$ cat src/include/ctsa_map.vh
`ifndef CTSA_MAP_VH
`define CTSA_MAP_VH

// ==========================================================
// clock and time base
`define CTSA_CLK_PERIOD_NS 10
`define CTSA_TIME_BASE_US 5000
`define CTSA_TIME_BASE_CYCLES ((`CTSA_TIME_BASE_US * 1000) / `CTSA_CLK_PERIOD_NS)

// ==========================================================
// hysteresis, percent of the limit
`define CTSA_HYST_SCALE 8'h64
`define CTSA_HYST_LOW 8'h61
`define CTSA_HYST_HIGH 8'h67

// ==========================================================
// ratio scaling: settings in 0.01 %, so 100 % is 10000
`define CTSA_RATIO_FULL 16'h2710

// ==========================================================
// setting reset values (currents in 0.01 x nominal)
`define CTSA_HIGH_LIMIT_RST 16'h0078
`define CTSA_LOW_LIMIT_RST 16'h000a
`define CTSA_MINMAX_RATIO_RST 16'h03e8
`define CTSA_SEQ_RATIO_RST 16'h1324
`define CTSA_RESIDUAL_LIMIT_RST 16'h000a
`define CTSA_DELAY_RST 19'h00064

// ==========================================================
// residual input selection
`define CTSA_RES_NONE 2'h0
`define CTSA_RES_FIRST 2'h1
`define CTSA_RES_SECOND 2'h2

// ==========================================================
// angles in 0.01 degree
`define CTSA_ANG_HALF 18'h04650
`define CTSA_ANG_FULL 18'h08ca0

// ==========================================================
// logical node modes
`define CTSA_MODE_ON 3'h0
`define CTSA_MODE_BLOCKED 3'h1
`define CTSA_MODE_TEST 3'h2
`define CTSA_MODE_TEST_BLOCKED 3'h3
`define CTSA_MODE_OFF 3'h4

`endif

$ cat src/design/ctsa_supervision.v
`timescale 1ns/10ps
`default_nettype none
`include "ctsa_map.vh"

//Behaviour
// - every comparison picks up at its limit and releases at 97 or 103 percent
// - one high and one low limit shared by all three phase magnitudes
// - thresholds and delay are live inputs, taken while the function runs
// - any phase above the upper limit stops activation; default 1.20 nominal
// - at least one phase above the lower limit is needed; default 0.10 nominal
// - minimum over maximum phase ratio must be below setting, default 10.00 percent
// - negative over positive sequence ratio must exceed setting, default 49.00 percent
// - with residual selected, summed versus residual difference must exceed the limit
// - alarm follows activation after a delay in 5 ms steps, default 0.5 s
// - the summed versus residual magnitude difference is readable, 0.01 nominal units
// - the summed versus residual angle difference is readable, within plus-minus 360 deg
// - the blocking input is sampled once at the start of every cycle
// - pick-up without blocking raises started and begins alarm timing
// - pick-up with blocking raises blocked and nothing else
// - blocking after start clears started and resets timing as a normal release
// - only a definite-time alarm delay exists
// - the operating mode is readable while per-node mode setting is enabled
// - alarm only when all enabled conditions held throughout the delay
// - residual input is unused, first or second channel, added or subtracted
// - magnitude inputs are taken on a fixed 5 ms time base
module ctsa_supervision #(
    parameter [31:0] TIME_BASE_CYCLES = `CTSA_TIME_BASE_CYCLES
) (
    // clock and reset
    input wire sys_clk,
    input wire srst,
    // phase fundamental magnitudes, 0.01 x nominal
    input wire [15:0] phase_mag_a,
    input wire [15:0] phase_mag_b,
    input wire [15:0] phase_mag_c,
    // sequence magnitudes from the front end
    input wire [15:0] pos_seq_mag,
    input wire [15:0] neg_seq_mag,
    // summed phase current, magnitude and angle (0.01 deg, 0 to 35999)
    input wire [15:0] sum_mag,
    input wire [15:0] sum_ang,
    // residual channels
    input wire [15:0] first_residual_channel_mag,
    input wire [15:0] first_residual_channel_ang,
    input wire [15:0] second_residual_channel_mag,
    input wire [15:0] second_residual_channel_ang,
    // blocking from the blocking matrix
    input wire block_in,
    // settings
    input wire [15:0] high_limit,
    input wire [15:0] low_limit,
    input wire [15:0] minmax_ratio,
    input wire [15:0] sequence_unbalance_ratio,
    input wire [15:0] residual_current_limit,
    input wire [18:0] definite_delay,
    input wire [1:0] residual_sel,
    input wire residual_subtract,
    input wire per_node_mode_en,
    input wire [2:0] logical_node_mode,
    // status
    output reg cycle_tick,
    output reg started,
    output reg blocked,
    output reg alarm,
    output reg [15:0] measured_diff_mag,
    output reg signed [16:0] measured_diff_ang,
    output reg [2:0] mode_status
);

    // ==========================================================
    // states
    localparam [1:0] ST_IDLE = 2'h0;
    localparam [1:0] ST_TIMING = 2'h1;
    localparam [1:0] ST_ALARM = 2'h2;
    localparam [1:0] ST_BLOCKED = 2'h3;

    reg [1:0] state;
    reg [1:0] next_state;
    reg [31:0] tick_count;
    reg block_sampled;
    reg [15:0] cur_a;
    reg [15:0] cur_b;
    reg [15:0] cur_c;
    reg [15:0] cur_pos;
    reg [15:0] cur_neg;
    reg [15:0] cur_sum_mag;
    reg [15:0] cur_sum_ang;
    reg [15:0] cur_res_mag;
    reg [15:0] cur_res_ang;
    reg [15:0] min_mag;
    reg [15:0] max_mag;
    reg [15:0] next_diff_mag;
    reg signed [17:0] ang_raw;
    reg signed [17:0] next_diff_ang;
    wire [2:0] over_high;
    wire [2:0] over_low;
    wire ratio_low;
    wire seq_high;
    wire res_high;
    wire res_used;
    wire mode_off;
    wire mode_block;
    wire all_ok;
    wire timer_run;
    wire timer_done;
    wire [47:0] phase_flat;

    // ==========================================================
    // 5 ms time base; inputs are latched once per cycle
    always @(posedge sys_clk) begin
        if (srst) begin
            tick_count <= 32'h00000000;
            cycle_tick <= 1'b0;
        end else if (tick_count >= TIME_BASE_CYCLES - 32'h00000001) begin
            tick_count <= 32'h00000000;
            cycle_tick <= 1'b1;
        end else begin
            tick_count <= tick_count + 32'h00000001;
            cycle_tick <= 1'b0;
        end
    end

    // ==========================================================
    // per-cycle snapshot of measurements and blocking
    always @(posedge sys_clk) begin
        if (srst) begin
            cur_a <= 16'h0000;
            cur_b <= 16'h0000;
            cur_c <= 16'h0000;
            cur_pos <= 16'h0000;
            cur_neg <= 16'h0000;
            cur_sum_mag <= 16'h0000;
            cur_sum_ang <= 16'h0000;
            cur_res_mag <= 16'h0000;
            cur_res_ang <= 16'h0000;
            block_sampled <= 1'b0;
        end else if (cycle_tick) begin
            cur_a <= phase_mag_a;
            cur_b <= phase_mag_b;
            cur_c <= phase_mag_c;
            cur_pos <= pos_seq_mag;
            cur_neg <= neg_seq_mag;
            cur_sum_mag <= sum_mag;
            cur_sum_ang <= sum_ang;
            block_sampled <= block_in;
            case (residual_sel)
                `CTSA_RES_FIRST: begin
                    cur_res_mag <= first_residual_channel_mag;
                    cur_res_ang <= first_residual_channel_ang;
                end
                `CTSA_RES_SECOND: begin
                    cur_res_mag <= second_residual_channel_mag;
                    cur_res_ang <= second_residual_channel_ang;
                end
                default: begin
                    cur_res_mag <= 16'h0000;
                    cur_res_ang <= 16'h0000;
                end
            endcase
        end
    end

    // ==========================================================
    // minimum and maximum of the phases
    always @* begin
        min_mag = (cur_b < cur_a) ? cur_b : cur_a;
        min_mag = (cur_c < min_mag) ? cur_c : min_mag;
        max_mag = (cur_b > cur_a) ? cur_b : cur_a;
        max_mag = (cur_c > max_mag) ? cur_c : max_mag;
    end

    // ==========================================================
    // summed versus residual difference; subtract turns the residual by 180 deg
    always @* begin
        next_diff_mag = (cur_sum_mag >= cur_res_mag) ? (cur_sum_mag - cur_res_mag) :
                        (cur_res_mag - cur_sum_mag);
        ang_raw = $signed({2'b00, cur_sum_ang}) - $signed({2'b00, cur_res_ang});
        if (residual_subtract) begin
            ang_raw = ang_raw - $signed(`CTSA_ANG_HALF);
        end
        if (ang_raw <= -$signed(`CTSA_ANG_FULL)) begin
            next_diff_ang = ang_raw + $signed(`CTSA_ANG_FULL);
        end else begin
            next_diff_ang = ang_raw;
        end
    end

    // ==========================================================
    // comparators; limits are read live so a group change acts at once
    assign phase_flat = {cur_c, cur_b, cur_a};
    genvar gi;
    generate
        for (gi = 0; gi < 3; gi = gi + 1) begin : g_phase
            ctsa_hyst_cmp #(
                .OVER(1'b1)
            ) u_high (
                .sys_clk(sys_clk),
                .srst(srst),
                .meas({16'h0000, phase_flat[gi*16 +: 16]}),
                .limit({16'h0000, high_limit}),
                .active(over_high[gi])
            );
            ctsa_hyst_cmp #(
                .OVER(1'b1)
            ) u_low (
                .sys_clk(sys_clk),
                .srst(srst),
                .meas({16'h0000, phase_flat[gi*16 +: 16]}),
                .limit({16'h0000, low_limit}),
                .active(over_low[gi])
            );
        end
    endgenerate

    // ratio tests cross-multiply to avoid a divider
    ctsa_hyst_cmp #(
        .OVER(1'b0)
    ) u_minmax (
        .sys_clk(sys_clk),
        .srst(srst),
        .meas({16'h0000, min_mag} * {16'h0000, `CTSA_RATIO_FULL}),
        .limit({16'h0000, minmax_ratio} * {16'h0000, max_mag}),
        .active(ratio_low)
    );

    ctsa_hyst_cmp #(
        .OVER(1'b1)
    ) u_seq (
        .sys_clk(sys_clk),
        .srst(srst),
        .meas({16'h0000, cur_neg} * {16'h0000, `CTSA_RATIO_FULL}),
        .limit({16'h0000, sequence_unbalance_ratio} * {16'h0000, cur_pos}),
        .active(seq_high)
    );

    ctsa_hyst_cmp #(
        .OVER(1'b1)
    ) u_res (
        .sys_clk(sys_clk),
        .srst(srst),
        .meas({16'h0000, next_diff_mag}),
        .limit({16'h0000, residual_current_limit}),
        .active(res_high)
    );

    // ==========================================================
    // activation: every enabled condition at once
    assign res_used = (residual_sel == `CTSA_RES_FIRST) || (residual_sel == `CTSA_RES_SECOND);
    assign mode_off = per_node_mode_en && (logical_node_mode == `CTSA_MODE_OFF);
    assign mode_block = per_node_mode_en && ((logical_node_mode == `CTSA_MODE_BLOCKED) ||
                        (logical_node_mode == `CTSA_MODE_TEST_BLOCKED));
    assign all_ok = !mode_off &&
                    !(|over_high) &&
                    (|over_low) &&
                    ratio_low &&
                    seq_high &&
                    (!res_used || res_high);

    assign timer_run = (state == ST_TIMING) || (state == ST_ALARM);
    ctsa_delay_timer u_timer (
        .sys_clk(sys_clk),
        .srst(srst),
        .tick(cycle_tick),
        .run(timer_run),
        .delay(definite_delay),
        .expired(timer_done)
    );

    // ==========================================================
    // sequence; a block landing in the last 5 ms may come too late
    always @* begin
        next_state = state;
        case (state)
            ST_IDLE: begin
                if (cycle_tick && all_ok) begin
                    if (block_sampled || mode_block) begin
                        next_state = ST_BLOCKED;
                    end else begin
                        next_state = ST_TIMING;
                    end
                end
            end
            ST_TIMING: begin
                if (!all_ok) begin
                    next_state = ST_IDLE;
                end else if (cycle_tick && (block_sampled || mode_block)) begin
                    next_state = ST_BLOCKED;
                end else if (timer_done) begin
                    next_state = ST_ALARM;
                end
            end
            ST_ALARM: begin
                if (!all_ok) begin
                    next_state = ST_IDLE;
                end else if (cycle_tick && (block_sampled || mode_block)) begin
                    next_state = ST_BLOCKED;
                end
            end
            ST_BLOCKED: begin
                if (!all_ok) begin
                    next_state = ST_IDLE;
                end else if (cycle_tick && !block_sampled && !mode_block) begin
                    next_state = ST_TIMING;
                end
            end
            default: begin
                next_state = ST_IDLE;
            end
        endcase
    end

    // ==========================================================
    // registered outputs
    always @(posedge sys_clk) begin
        if (srst) begin
            state <= ST_IDLE;
            started <= 1'b0;
            blocked <= 1'b0;
            alarm <= 1'b0;
            measured_diff_mag <= 16'h0000;
            measured_diff_ang <= 17'h00000;
            mode_status <= `CTSA_MODE_ON;
        end else begin
            state <= next_state;
            started <= (next_state == ST_TIMING) || (next_state == ST_ALARM);
            blocked <= (next_state == ST_BLOCKED);
            alarm <= (next_state == ST_ALARM);
            measured_diff_mag <= res_used ? next_diff_mag : 16'h0000;
            measured_diff_ang <= res_used ? next_diff_ang[16:0] : 17'h00000;
            mode_status <= per_node_mode_en ? logical_node_mode : `CTSA_MODE_ON;
        end
    end

endmodule // ctsa_supervision

`default_nettype wire

$ cat src/design/ctsa_hyst_cmp.v
`timescale 1ns/10ps
`default_nettype none
`include "ctsa_map.vh"

module ctsa_hyst_cmp #(
    parameter [0:0] OVER = 1'b1
) (
    // clock and reset
    input wire sys_clk,
    input wire srst,
    // operands
    input wire [31:0] meas,
    input wire [31:0] limit,
    // result
    output reg active
);

    // ==========================================================
    // scaled operands for the release point
    wire [39:0] meas_scaled;
    wire [39:0] limit_rel;

    assign meas_scaled = {8'h00, meas} * {32'h0, `CTSA_HYST_SCALE};
    assign limit_rel = {8'h00, limit} * {32'h0, (OVER ? `CTSA_HYST_LOW : `CTSA_HYST_HIGH)};

    // ==========================================================
    // picks up at the limit, releases at 97 or 103 percent of it
    always @(posedge sys_clk) begin
        if (srst) begin
            active <= 1'b0;
        end else if (active) begin
            active <= OVER ? (meas_scaled >= limit_rel) : (meas_scaled <= limit_rel);
        end else begin
            active <= OVER ? (meas > limit) : (meas < limit);
        end
    end

endmodule // ctsa_hyst_cmp

`default_nettype wire

$ cat src/design/ctsa_delay_timer.v
`timescale 1ns/10ps
`default_nettype none
`include "ctsa_map.vh"

module ctsa_delay_timer (
    // clock and reset
    input wire sys_clk,
    input wire srst,
    // control
    input wire tick,
    input wire run,
    input wire [18:0] delay,
    // status
    output wire expired
);

    reg [18:0] count;

    // ==========================================================
    // definite time only; stopping the run clears the count
    always @(posedge sys_clk) begin
        if (srst) begin
            count <= 19'h00000;
        end else if (!run) begin
            count <= 19'h00000;
        end else if (tick && count < delay) begin
            count <= count + 19'h00001;
        end
    end

    assign expired = run && (count >= delay);

endmodule // ctsa_delay_timer

`default_nettype wire

$ cat config.mk
export PLATFORM = sky130hd
export DESIGN_NAME = ctsa_supervision
export DESIGN_NICKNAME = d
export VERILOG_FILES = /design/src/design/ctsa_supervision.v /design/src/design/ctsa_hyst_cmp.v /design/src/design/ctsa_delay_timer.v
export VERILOG_INCLUDE_DIRS = /design/src /design/src/include
export SDC_FILE = /design/constraint.sdc
export NUM_CORES = 2
export LEC_CHECK = 0
export BUFFER_PORTS_ARGS = -buffer_cell sky130_fd_sc_hd__buf_2
export CORE_ASPECT_RATIO = 0.8
export CORE_MARGIN = 2
export CORE_UTILIZATION = 60
export DETAILED_ROUTE_END_ITERATION = 7
export HOLD_SLACK_MARGIN = 0.08
export PLACE_DENSITY = 0.78
export SLEW_MARGIN = 20
export SYNTH_ARGS = -nofsm -noshare
export SYNTH_HDL_FRONTEND = slang
export SYNTH_SLANG_ARGS = --single-unit
$ cat constraint.sdc
create_clock -name sys_clk -period 18.1 [get_ports sys_clk]
set_input_delay 2.715 -clock sys_clk [delete_from_list [all_inputs] [get_ports sys_clk]]
set_output_delay 2.715 -clock sys_clk [all_outputs]
set_load 0.02 [all_outputs]
==> results.cfg <==
[detailed_routing]
post-route-drc-count = 0
ant_nets = 0
via_per_inst = 5.724
post_drt_wl_per_cell_um = 18.73
drt_iter0_drc = 4456
drtPass1Iterations = 8
via_count = 56077
drt-total-wl_um = 183500

[timing]
fin_crit_ns = 17.11
finalClockSkew_ns = 0.03364
clock.fmax_mhz = 58.43
finalCritPeriodShare_pct = 94.55
final_hold_viol_count = 0
hold_ws_ns = 0.4857
maxSlewHeadroom_pct = 23.67
maxSlewViolCount = 0
worstMarginPinSlew_ns = 1.113
setup_viol = 0

[clock_network]
htree_levels = 2
cts_max_path_buffers = 3
root_buffer = clkbuf_16
cts_buffers = 34
path_clk_slew_ns = 0.06
insertion_delay_ns = 0.61
postCtsHoldBufs = 0
cts.sinks = 247
cts_tree = yes

[placed_design]
gp_congestion = 1.006
hpwl_um = 154900
dp.cells = 9713
place_area_mm2 = 0.07153
portBuffers = 324

[grt]
met2_usage_pct = 50.25
grt_pass1_vias = 56293
met3_usage_pct = 6.009
grt_max_degree = 59
use_met1_pct = 44.05
grt.total_usage_pct = 31.66
top_usage_layer = met2
grt_pass1_wl_um = 298200
antenna_found_initial = 25
grt_overflow = 0

[floorplan]
num_rows = 110
die_x_um = 380.9
dieArea_mm2 = 0.1164
initial_core_util_pct = 60.57
core_mm2 = 0.1126
fp.dieH_um = 305.5
io_pins = 325

[layout]
multi_input_area_mm2 = 0.05676
drive_gt1_share_pct = 6.170
seq_area_mm2 = 0.004949
layout.cells.non_filler = 9796
syn2layout_area_growth_pct = 6.903
finalInstanceArea_mm2 = 0.07290
nets = 10850
nFillCells = 9476
postLayoutCoreUtil_pct = 64.75

[setup_path]
r2r-start = cur_a[13]$_SDFFE_PP0P_
crit_path_top_delay_cell = fa_1
start_kind = flop
cpPeakStageDelay_ns = 0.60
arrival_ns = 17.61
crit_path_start = cur_a[13]$_SDFFE_PP0P_
worstPathMaxFanout = 19
critPathKind = flop to flop
cpMostUsedCell = fa_1
endpoint_kind = flop
required_ns = 18.60

[synthesis]
synth_seq_cells = 247
ys_async_sr_fraction_pct = 0
synth.distinct_cells = 92
synth_largest_area_cell = ha_1
synth_edf_count = 0
yosysMostFrequentCell = ha_1
synth.yosys.warnings = 0
synth_commonest_cells = ha_1, inv_1, fa_1
ys.flop_type = dfxtp_1
synthTopCellsByArea = ha_1, fa_1, inv_1
syn_inst = 7973
syn_area_mm2 = 0.06819
yosysSeqAreaShare_pct = 7.252
synth.avg_cell_area_um2 = 8.553
synth_top_area_share_pct = 30.40

[outcome]
status = finished, final reports clean

[worst_hold_path]
hp-class = flop to flop
hold_start = g_phase[1].u_low.active$_SDFF_PP0_

[run]
drv_cap = 0
## sequential cells by signal (all words and copies together) (netlist names), 2 cells and up
signal and count:
cur_b 16, cur_res_mag 16, mode_status 3, cur_res_ang 16
cur_pos 16, cur_sum_ang 16, g_phase.u_high.active 3, tick_count 32
cur_c 16, measured_diff_mag 16, cur_a 16, g_phase.u_low.active 3
cur_sum_mag 16, u_timer.count 19, measured_diff_ang 17, cur_neg 16
state 2
## kinds of logic after synthesis
| group | after synthesis | synth area share [%] |
|---|---|---|
| xor+xnor | 389 | 5.039 |
| simple gates | 1732 | 12.34 |
| flops | 247 | 7.252 |
| other cells | 1 | 0.005499 |
| buf+inv | 1748 | 9.637 |
| compound gates | 1351 | 13.05 |
| mux | 179 | 2.666 |
| fa+ha+maj | 2326 | 50.02 |
## per-layer routing
metal / part of all wire (%) / wire length [µm]
met5: 0.072 / 132
met4: 2.8 / 5199
met3: 9.0 / 16430
met2: 44 / 80280
met1: 44 / 81440
## final cells by class
cell class / count / share of cell area, %
Clock buffer: 39 / 1.262
Tap cell: 1512 / 2.595
Antenna cell: 18 / 0.06179
Timing Repair Buffer: 374 / 2.748
Sequential cell: 247 / 6.788
Multi-Input combinational cell: 5990 / 77.87
Clock inverter: 22 / 0.4669
Inverter: 1594 / 8.208
## path summary, 6_finish.rpt
check | endpoint | cells past startpoint | slack [ns]
setup / recovery | u_minmax.active$_SDFF_PP0_ | 65 | 0.99
hold / removal | g_phase[1].u_low.active$_SDFF_PP0_ | 1 | 0.49
setup reg to reg | u_minmax.active$_SDFF_PP0_ | 65 | 0.99
hold reg to reg | g_phase[1].u_low.active$_SDFF_PP0_ | 1 | 0.49
## stage by stage
stage	setup WS, ns	TNS (ns)
final	0.9866	0
after global routing	-0.02029	-0.02029
after CTS	0.6516	0
after detailed placement	0.7843	0
after global placement	1.310	0
after floorplan	2.496	0
## cell usage in the layout, fill, tap and decap left out, types with 40 or more instances in the layout
cell type,synthesis,routed
and2_1,224,224
nand2b_1,76,76
ha_1,1657,1655
nor3_1,74,74
nor2_1,438,438
o21bai_1,40,40
xor2_1,139,138
o21a_1,81,81
o21ai_0,252,252
nand3_1,105,105
buf_2,8,323
buf_4,0,50
a21oi_1,368,367
a211oi_1,44,44
inv_1,1594,1594
nor2b_1,91,90
fa_1,667,667
dfxtp_1,247,246
xnor2_1,247,247
mux2i_1,158,157
nand2_1,494,494
nand4_1,76,76
a21o_1,240,240
## worst max-delay path: cells and delay by family, from the launching register on
family	cells	cell delay, ns
AND/OR/NAND/NOR	9	1.62
buffers and inverters	10	1.41
flip-flops	1	0.52
adder cells (fa/ha/maj)	15	6.63
multiplexers	1	0.20
XOR/XNOR	2	0.35
AO/OA/AOI/OAI	28	6.22
## what timing repair did
action                     in CTS  in global routing
setup endpoints to repair       0                  1
resized for setup               0                  5
buffers inserted                0                  4
Power is not shown: default switching activity piles up to over one toggle a cycle in this logic, so the estimate is an artifact.
